**src/shared/bit_unit_pkg.sv**
```systemverilog
// Behaviour
// - Bit compare: Z set when bits equal
// - Bit compare writes nothing; S cleared
// - Bit complement inverts one bit; two bytes, four cycles
// - Bit complement: Z from result, S cleared
// - Bit clear forces bit to zero, flags kept
// - Bit set forces bit to one, flags kept
// - Second byte: register, bit position, variant
// - Bit OR into working bit zero, six cycles
// - Bit OR working bit zero into register bit
// - Bit OR: Z from result bit, S cleared
package bit_unit_pkg;

  localparam int DATA_W = 8;
  localparam int ADDR_W = 8;
  localparam int BUS_AW = 12;
  localparam int BUS_DW = 32;

  // Opcodes of the bit instructions handled here
  localparam logic [7:0] OPC_BIT_COMPARE    = 8'h17;
  localparam logic [7:0] OPC_BIT_COMPLEMENT = 8'h57;
  localparam logic [7:0] OPC_BIT_CLEAR_SET  = 8'h77;
  localparam logic [7:0] OPC_BIT_OR_MERGE   = 8'h07;

  // Instruction length and execution time
  localparam logic [1:0] BYTES_SHORT  = 2'h2;
  localparam logic [1:0] BYTES_LONG   = 2'h3;
  localparam logic [2:0] CYCLES_SHORT = 3'h4;
  localparam logic [2:0] CYCLES_LONG  = 3'h6;

  // Execution steps, counted from the first busy cycle
  localparam logic [2:0] STEP_READ_WORK = 3'h0;
  localparam logic [2:0] STEP_READ_FULL = 3'h1;
  localparam logic [2:0] STEP_OP_SHORT  = 3'h2;
  localparam logic [2:0] STEP_OP_LONG   = 3'h3;

  // Register map, byte addresses
  localparam logic [11:0] OFF_CTRL    = 12'h000;
  localparam logic [11:0] OFF_INSTR   = 12'h004;
  localparam logic [11:0] OFF_FLAGS   = 12'h008;
  localparam logic [11:0] OFF_STATUS  = 12'h00c;
  localparam logic [11:0] OFF_PAGE    = 12'h010;
  localparam logic [11:0] OFF_RF_BASE = 12'h400;

  // Field positions
  localparam int CTRL_START_BIT   = 0;
  localparam int STAT_BUSY_BIT    = 0;
  localparam int STAT_ILLEGAL_BIT = 1;
  localparam int STAT_LEN_LSB     = 2;
  localparam int B2_VARIANT_BIT   = 0;
  localparam int B2_BIT_LSB       = 1;
  localparam int B2_REG_LSB       = 4;
  localparam int FLAG_C           = 7;
  localparam int FLAG_Z           = 6;
  localparam int FLAG_S           = 5;
  localparam int FLAG_V           = 4;
  localparam int FLAG_D           = 3;
  localparam int FLAG_H           = 2;

  // Reset values
  localparam logic [7:0]  FLAGS_RST = 8'h00;
  localparam logic [3:0]  PAGE_RST  = 4'h0;
  localparam logic [23:0] INSTR_RST = 24'h000000;

  typedef enum logic [0:0] {st_idle, st_exec} exec_e;
  typedef enum logic [1:0] {rd_idle, rd_data, rd_done} rd_e;

endpackage

```
**src/shared/regfile_if.sv**
```systemverilog
`timescale 1ns/1ps
interface regfile_if #(
  parameter int AW = 8,
  parameter int DW = 8
);
  logic [AW-1:0] addr;
  logic          we;
  logic [DW-1:0] wdata;
  logic [DW-1:0] rdata;

  modport ctrl (output addr, output we, output wdata, input rdata);
  modport mem  (input addr, input we, input wdata, output rdata);
endinterface

```
**src/bit_manipulation_unit.sv**
```systemverilog
`timescale 1ns/1ps
module bit_manipulation_unit #(
  parameter int RF_AW = bit_unit_pkg::ADDR_W
) (
  // Clock and reset
  input  wire logic                              ref_clk,
  input  wire logic                              rst_b,
  // Avalon-MM slave
  input  wire logic [bit_unit_pkg::BUS_AW-1:0]   address,
  input  wire logic                              read,
  input  wire logic                              write,
  input  wire logic [bit_unit_pkg::BUS_DW/8-1:0] byteenable,
  input  wire logic [bit_unit_pkg::BUS_DW-1:0]   writedata,
  output logic      [bit_unit_pkg::BUS_DW-1:0]   readdata,
  output logic                                   waitrequest
);
  import bit_unit_pkg::*;

  if (RF_AW != ADDR_W) begin : g_chk
    $error("RF_AW must match the 8-bit register address of the operand byte");
  end

  typedef struct packed {
    exec_e       fsm;
    logic [2:0]  cyc;
    logic [23:0] instr;
    logic [7:0]  flags;
    logic [3:0]  page;
    logic        illegal;
    logic [1:0]  last_len;
    logic [7:0]  work_val;
    logic [7:0]  full_val;
    rd_e         rd;
    logic [31:0] rdata;
  } state_s;

  state_s st;
  state_s next_st;

  regfile_if #(.AW(RF_AW), .DW(DATA_W)) rf ();

  regfile_mem #(.AW(RF_AW), .DW(DATA_W)) u_mem (
    .ref_clk (ref_clk),
    .port    (rf.mem)
  );

  function automatic logic [7:0] set_bit(input logic [7:0] val, input logic [2:0] pos,
                                         input logic b);
    logic [7:0] r;
    r = val;
    r[pos] = b;
    return r;
  endfunction

  function automatic logic is_long(input logic [7:0] opc);
    return (opc == OPC_BIT_COMPARE) || (opc == OPC_BIT_OR_MERGE);
  endfunction

  function automatic logic is_known(input logic [7:0] opc);
    return (opc == OPC_BIT_COMPARE) || (opc == OPC_BIT_OR_MERGE) ||
           (opc == OPC_BIT_COMPLEMENT) || (opc == OPC_BIT_CLEAR_SET);
  endfunction

  function automatic logic [23:0] lane_merge(input logic [23:0] old, input logic [23:0] nw,
                                             input logic [2:0] be);
    logic [23:0] r;
    r = old;
    for (int i = 0; i < 3; i++) begin
      if (be[i]) begin
        r[i*8 +: 8] = nw[i*8 +: 8];
      end
    end
    return r;
  endfunction

  // Instruction fields
  logic [7:0]       opc;
  logic [7:0]       byte2;
  logic [7:0]       byte3;
  logic [2:0]       bit_pos;
  logic             variant;
  logic [RF_AW-1:0] work_addr;
  logic             long_instr;
  logic [2:0]       op_step;
  logic [2:0]       last_step;
  // Bus decode, operation strobe and operation result
  logic             bus_idle;
  logic             rf_window;
  logic [RF_AW-1:0] bus_rf_addr;
  logic             start_acc;
  logic [7:0]       wr_opc;
  logic             do_op;
  logic             res_bit;
  logic [7:0]       res_val;

  assign opc         = st.instr[7:0];
  assign byte2       = st.instr[15:8];
  assign byte3       = st.instr[23:16];
  assign bit_pos     = byte2[B2_BIT_LSB +: 3];
  assign variant     = byte2[B2_VARIANT_BIT];
  assign work_addr   = {st.page, byte2[B2_REG_LSB +: 4]};
  assign long_instr  = is_long(opc);
  assign op_step     = long_instr ? STEP_OP_LONG : STEP_OP_SHORT;
  assign last_step   = (long_instr ? CYCLES_LONG : CYCLES_SHORT) - 3'h1;
  assign bus_idle    = (st.fsm == st_idle);
  assign rf_window   = (address[11:10] == OFF_RF_BASE[11:10]);
  assign bus_rf_addr = address[2 +: RF_AW];
  assign start_acc   = write && bus_idle && byteenable[0] && (address == OFF_CTRL) &&
                       writedata[CTRL_START_BIT];
  assign wr_opc      = opc;
  assign do_op       = (st.fsm == st_exec) && (st.cyc == op_step);

  // Stall everything while an instruction runs; a read takes three edges once the unit is idle
  assign waitrequest = (write && !bus_idle) || (read && (!bus_idle || st.rd != rd_done));
  assign readdata    = st.rdata;

  always_comb begin
    next_st  = st;
    rf.addr  = bus_rf_addr;
    rf.we    = 1'b0;
    rf.wdata = writedata[DATA_W-1:0];
    res_bit  = 1'b0;
    res_val  = st.work_val;

    // Register reads
    if (read && bus_idle) begin
      case (st.rd)
        rd_idle: next_st.rd = rd_data;
        rd_data: begin
          next_st.rd    = rd_done;
          next_st.rdata = '0;
          if (rf_window) begin
            next_st.rdata[DATA_W-1:0] = rf.rdata;
          end else begin
            case (address)
              OFF_INSTR: next_st.rdata[23:0] = st.instr;
              OFF_FLAGS: next_st.rdata[7:0]  = st.flags;
              OFF_PAGE:  next_st.rdata[3:0]  = st.page;
              OFF_STATUS: begin
                next_st.rdata[STAT_BUSY_BIT]       = !bus_idle;
                next_st.rdata[STAT_ILLEGAL_BIT]    = st.illegal;
                next_st.rdata[STAT_LEN_LSB +: 2]   = st.last_len;
              end
              default: next_st.rdata = '0;
            endcase
          end
        end
        default: next_st.rd = rd_idle;
      endcase
    end else begin
      next_st.rd = rd_idle;
    end

    // Register writes
    if (write && bus_idle) begin
      if (rf_window) begin
        rf.we = byteenable[0];
      end else if (address == OFF_INSTR) begin
        next_st.instr = lane_merge(st.instr, writedata[23:0], byteenable[2:0]);
      end else if (address == OFF_FLAGS && byteenable[0]) begin
        next_st.flags = writedata[7:0];
      end else if (address == OFF_PAGE && byteenable[0]) begin
        next_st.page = writedata[3:0];
      end
    end

    // Launch; an opcode outside this unit is refused and flagged
    if (start_acc) begin
      next_st.illegal = 1'b0;
      if (is_known(wr_opc)) begin
        next_st.fsm      = st_exec;
        next_st.cyc      = STEP_READ_WORK;
        next_st.last_len = is_long(wr_opc) ? BYTES_LONG : BYTES_SHORT;
      end else begin
        next_st.illegal = 1'b1;
      end
    end

    // Execution sequence: fetch working register, then full register, then act
    if (st.fsm == st_exec) begin
      next_st.cyc = st.cyc + 3'h1;
      case (st.cyc)
        STEP_READ_WORK: rf.addr = work_addr;
        STEP_READ_FULL: begin
          next_st.work_val = rf.rdata;
          rf.addr          = byte3;
        end
        STEP_OP_SHORT: next_st.full_val = rf.rdata;
        default: rf.addr = work_addr;
      endcase
      if (do_op) begin
        rf.addr = work_addr;
        case (opc)
          OPC_BIT_COMPARE: begin
            // Operands are only read, never written back
            next_st.flags[FLAG_Z] = (st.work_val[0] == st.full_val[bit_pos]);
            next_st.flags[FLAG_S] = 1'b0;
          end
          OPC_BIT_COMPLEMENT: begin
            res_val = st.work_val ^ (8'h01 << bit_pos);
            rf.we   = 1'b1;
            rf.wdata = res_val;
            next_st.flags[FLAG_Z] = (res_val == 8'h00);
            next_st.flags[FLAG_S] = 1'b0;
          end
          OPC_BIT_CLEAR_SET: begin
            res_val  = set_bit(st.work_val, bit_pos, variant);
            rf.we    = 1'b1;
            rf.wdata = res_val;
          end
          OPC_BIT_OR_MERGE: begin
            if (!variant) begin
              res_bit  = st.work_val[0] | st.full_val[bit_pos];
              rf.wdata = set_bit(st.work_val, 3'h0, res_bit);
            end else begin
              res_bit  = st.full_val[bit_pos] | st.work_val[0];
              rf.addr  = byte3;
              rf.wdata = set_bit(st.full_val, bit_pos, res_bit);
            end
            rf.we = 1'b1;
            next_st.flags[FLAG_Z] = !res_bit;
            next_st.flags[FLAG_S] = 1'b0;
          end
          default: rf.we = 1'b0;
        endcase
        // Overflow is left alone so the result is repeatable
      end
      if (st.cyc == last_step) begin
        next_st.fsm = st_idle;
      end
    end
  end

  always_ff @(posedge ref_clk) begin
    if (!rst_b) begin
      st          <= '0;
      st.fsm      <= st_idle;
      st.rd       <= rd_idle;
      st.instr    <= INSTR_RST;
      st.flags    <= FLAGS_RST;
      st.page     <= PAGE_RST;
    end else begin
      st <= next_st;
    end
  end
endmodule

```
**src/regfile_mem.sv**
```systemverilog
`timescale 1ns/1ps
module regfile_mem #(
  parameter int AW = 8,
  parameter int DW = 8
) (
  // Clock
  input wire logic ref_clk,
  // Register file port
  regfile_if.mem   port
);
  logic [DW-1:0] mem [2**AW];

  // Read data is registered, so every read costs one cycle of latency
  always_ff @(posedge ref_clk) begin
    if (port.we) begin
      mem[port.addr] <= port.wdata;
    end
    port.rdata <= mem[port.addr];
  end
endmodule

```
**config.mk**
```make
export PLATFORM = sky130hd
export DESIGN_NAME = bit_manipulation_unit
export DESIGN_NICKNAME = d
export VERILOG_FILES = /design/src/shared/bit_unit_pkg.sv /design/src/shared/regfile_if.sv /design/src/bit_manipulation_unit.sv /design/src/regfile_mem.sv
export SDC_FILE = /design/constraint.sdc
export NUM_CORES = 2
export LEC_CHECK = 0
export BUFFER_PORTS_ARGS = -buffer_cell sky130_fd_sc_hd__buf_2
export CORE_ASPECT_RATIO = 0.8
export CORE_UTILIZATION = 55
export DETAILED_ROUTE_END_ITERATION = 8
export PLACE_DENSITY = 0.82
export SLEW_MARGIN = 20
export SYNTH_ARGS = -nofsm -noshare
export SYNTH_HDL_FRONTEND = slang
export SYNTH_SLANG_ARGS = --single-unit
```
**constraint.sdc**
```tcl
create_clock -name ref_clk -period 15.4 [get_ports ref_clk]
set_input_delay 0 -clock ref_clk [delete_from_list [all_inputs] [get_ports ref_clk]]
set_output_delay 0 -clock ref_clk [all_outputs]
set_load 0.01 [all_outputs]
```
==> results.md <==
* CP most frequent cell: buf_4
* Placed cell area at 0.0872 mm²
* Synth area leader: edfxtp_1
* FF+latch count, synth at 2141
* Synth Area in Adders at 0.000586
* PD cells at 124 mW/mm²
* Crit path max fanout at 58
* Initial core utilization at 0.557
* Clock power frac at 0.400
* Initial antenna violation count at 13
* Synthesis-to-layout area growth at 10.4%
* Most common cell after layout, fill and taps aside: edfxtp_1
* DRC Markers at 30
* RSZ-0062 raised after global routing: false
* DR WL/cell at 30.4 µm
* Largest family of logic cells by synthesized area: compound AO/OA/AOI/OAI gates
* Clk sinks at 2141
* WP data required at 16.16 ns
* Simple-gate share of the synthesized area at 0.0701
* Via/cell ratio at 6.89
* Crit path max-delay cell type: o221ai_4
* Final setup violating endpoints at 0
* Syn Inst Count at 5676
* Failing checks: DRC
* Pint at 9130 µW
* Most frequent cells in the layout: edfxtp_1 (2048), nand2_1 (769), a21oi_1 (503)
* Rows at 128
* Overall routed net length at 241 mm
* Status: finished with violations
* Setup TNS Final at 0 ns
* Root Buffer: clkbuf_16
* Hold Path Stages at 4
* Reg2reg end: u_mem.port.rdata[6]
* Tot GR Track Use at 0.300
* Peak Freq at 0.135 GHz
* TritonCTS clock tree: built
* Largest net degree at the start of global routing at 257
* P_sw at 2580 µW
* Hold slack final at 0.0407 ns
* Worst-path clk slew at 0.07 ns
* Ports at 85
* Clock buffer depth at 3
* Tightest Pin Transition at 1.30 ns
* Hold Path End: st[64]
* R2r startpoint: st[89]
* Post-route ant nets at 0
* Syn Area/Cell at 15.1 µm²
* Pre-antenna DRT Iters at 9
* Rel. slew slack at 0.131
* Max-slew violations at 0
* Num CTS Buffers at 182
* Crit path arrival time at 8.18 ns
* Yosys warning total at 0
* Detail Placement HPWL at 134 mm
* Crit. End Element: flop
* Routability congestion estimate at 0.916
* R2r setup slk at 7.98 ns
* Worst VDD drop at 0.133 mV
* Area contributors post-synth: edfxtp_1 (72%), mux2i_1 (4.3%), nand2_1 (3.4%), a21oi_1 (2.9%), mux4_2 (2.5%)
* Mapped cell area at 0.0854 mm²
* R2R depth at 16
* Drt first-iter violations at 9733
* Top FF cell, synth: edfxtp_1
* Number of synthesized flops with an enable pin at 2048
* Async S/R FF share, synth at 0
* Setup crit start kind: flop
* Final Cycle Share at 0.482
* Combinational Power Share at 0.055
* Crit Path Class: flop to flop
* Fin. Hold Viols at 0
* Total Nets Final at 5786
* Post-synthesis mux area share at 0.0689
* Leak at 0.0308 µW
* Flop pwr share at 0.546
* First-pass GRT wire length at 345 mm
* Post-route cell area at 0.0943 mm²
* Layout cells sized above 1 at 0.102
* Synth unique cells at 83
* Setup Buffers After CTS at 0
* Switch share at 0.220
* Vias at 54445
* Total gr overflow at 0
* Core Area at 0.153 mm²
* I/O Buffers at 67
* Share of the yosys chip area belonging to registers at 0.742
* Post-synthesis compound-gate area fraction at 0.0916
* Min-delay src: writedata[7]
* Worst-Skew Late Latency at 0.86 ns
* Die outline height at 355 µm
* Die width at 443 µm
* Worst-path cell chain: ha_1 > o21bai_2 > nand2_1 > o21ai_0 > o221ai_4 > buf_4 > buf_4 > buf_4 > buf_4 > nand2_1 > and3_1 > a311oi_1 > a21oi_1 > a21oi_1 > a2111oi_1 > nor4_1
* Fill cells at 10168
* Vias in the first global route at 51659
* CTS H-tree lvls at 4
* Max-cap viol count at 0
* Post-synth top area share at 0.720
* Worst Hold Class: input port to flop
* CP max stage delay at 0.78 ns
* Layout Skew at 0.0500 ns
* Post-synthesis xor/xnor area fraction at 0.000820
* Die footprint at 0.157 mm²
* Tmin final at 7.42 ns
## layer usage
layer	up-vias	routed length, µm	global-route usage
met2	4885	104000	0.433
met1	26516	81700	0.399
met5	-	261	0.000299
met4	24	13300	0.145
met3	988	41400	0.117
li1	22032	-	-
## Yosys cell counts (7+ instances only)
cell type and n:
buf_6 8, o22ai_1 184, buf_1 9, a32o_1 9, a32oi_1 13, dfxtp_1 93
a21oi_1 503, nor3_1 24, nor2_1 343, nand3_1 103, inv_1 9, a221oi_1 18
buf_2 214, mux2i_1 365, a211oi_1 93, mux4_2 95, mux2_2 8, o21ai_0 37
clkbuf_1 98, o22a_1 14, nand2_1 772, edfxtp_1 2048, o31a_1 8, a311oi_1 32
o211ai_1 7, and3_1 46, a22o_1 34, nand4_1 12, a22oi_1 103, o41ai_1 7
a21o_1 71, buf_4 87, nor4_1 53, a31oi_1 38
## per-stage QoR
step / power, µW / setup WS (ns) / util / std cells
after detailed placement: 7100 / 8.14 / 0.569 / 7463
final: 11700 / 7.98 / 0.615 / 7904
after global routing: 11900 / 7.88 / 0.615 / 7898
after global placement: 7090 / 8.37 / 0.569 / 7463
after floorplan: 6940 / 1.64 / - / 5683
after CTS: 11600 / 8.22 / 0.614 / 7894
## worst max path at each step
stage | slack [ns] | to | from | cells past startpoint
finish | 7.98 | u_mem.port.rdata[6] | st[89] | 16
detailed placement | 8.14 | u_mem.port.rdata[6] | st[89] | 14
global placement | 8.37 | u_mem.port.rdata[6] | st[89] | 14
global route | 7.88 | u_mem.port.rdata[4] | st[89] | 15
floorplan | 1.64 | u_mem.mem[0][7] | bit_pos[0] | 10
CTS | 8.22 | u_mem.port.rdata[6] | st[89] | 14
## kinds of logic (layout without fill, tap and decap cells)
kind of cell	after synthesis	after routing
AOI/OAI and AO/OA	1221	1221
xor gates and xnor gates	8	8
adders and majority gates	4	4
buffers and inverters	426	625
DFF	2141	2141
muxes	468	468
other	1	15
and+or+nand+nor	1407	1407
## layout make-up
class / count / area, µm² / share of cell area
Antenna cell: 7 / 17.5 / 0.000186
Clock buffer: 235 / 4930 / 0.0523
Clock inverter: 101 / 1020 / 0.0108
Inverter: 10 / 37.5 / 0.000398
Multi-Input combinational cell: 3116 / 20100 / 0.213
Sequential cell: 2141 / 63400 / 0.672
Tap cell: 2015 / 2520 / 0.0267
Timing Repair Buffer: 279 / 2320 / 0.0246
## critical path, delay by kind of cell, from the launching register on
kind            cells  cell delay (ns)
buf+inv             4             2.65
compound gates      7             2.53
simple gates        4             0.81
fa+ha+maj           1             0.77
flops               1             0.45
## flip-flops by register name (all words and copies together), names as in the netlist
register          flops
st                   37
bit_pos               3
byte3                 8
u_mem.mem          2048
u_mem.port.rdata      8
opc                   8
byte2                 5
readdata             24
## power groups by stage
stage	combinational [µW]	clock, µW	sequential, µW
2_1_floorplan	365	0	6570
3_3_place_gp	569	0	6520
3_5_place_dp	586	0	6520
4_1_cts	602	4650	6390
5_1_grt	652	4870	6390
6_report	638	4680	6390
## what timing repair did
action | 4_1_cts | 5_1_grt
endpoints found under the hold margin | 142 | 0
hold buffers | 95 | 0
gates resized for setup | 0 | 0
(Power assumes the default switching activity.)
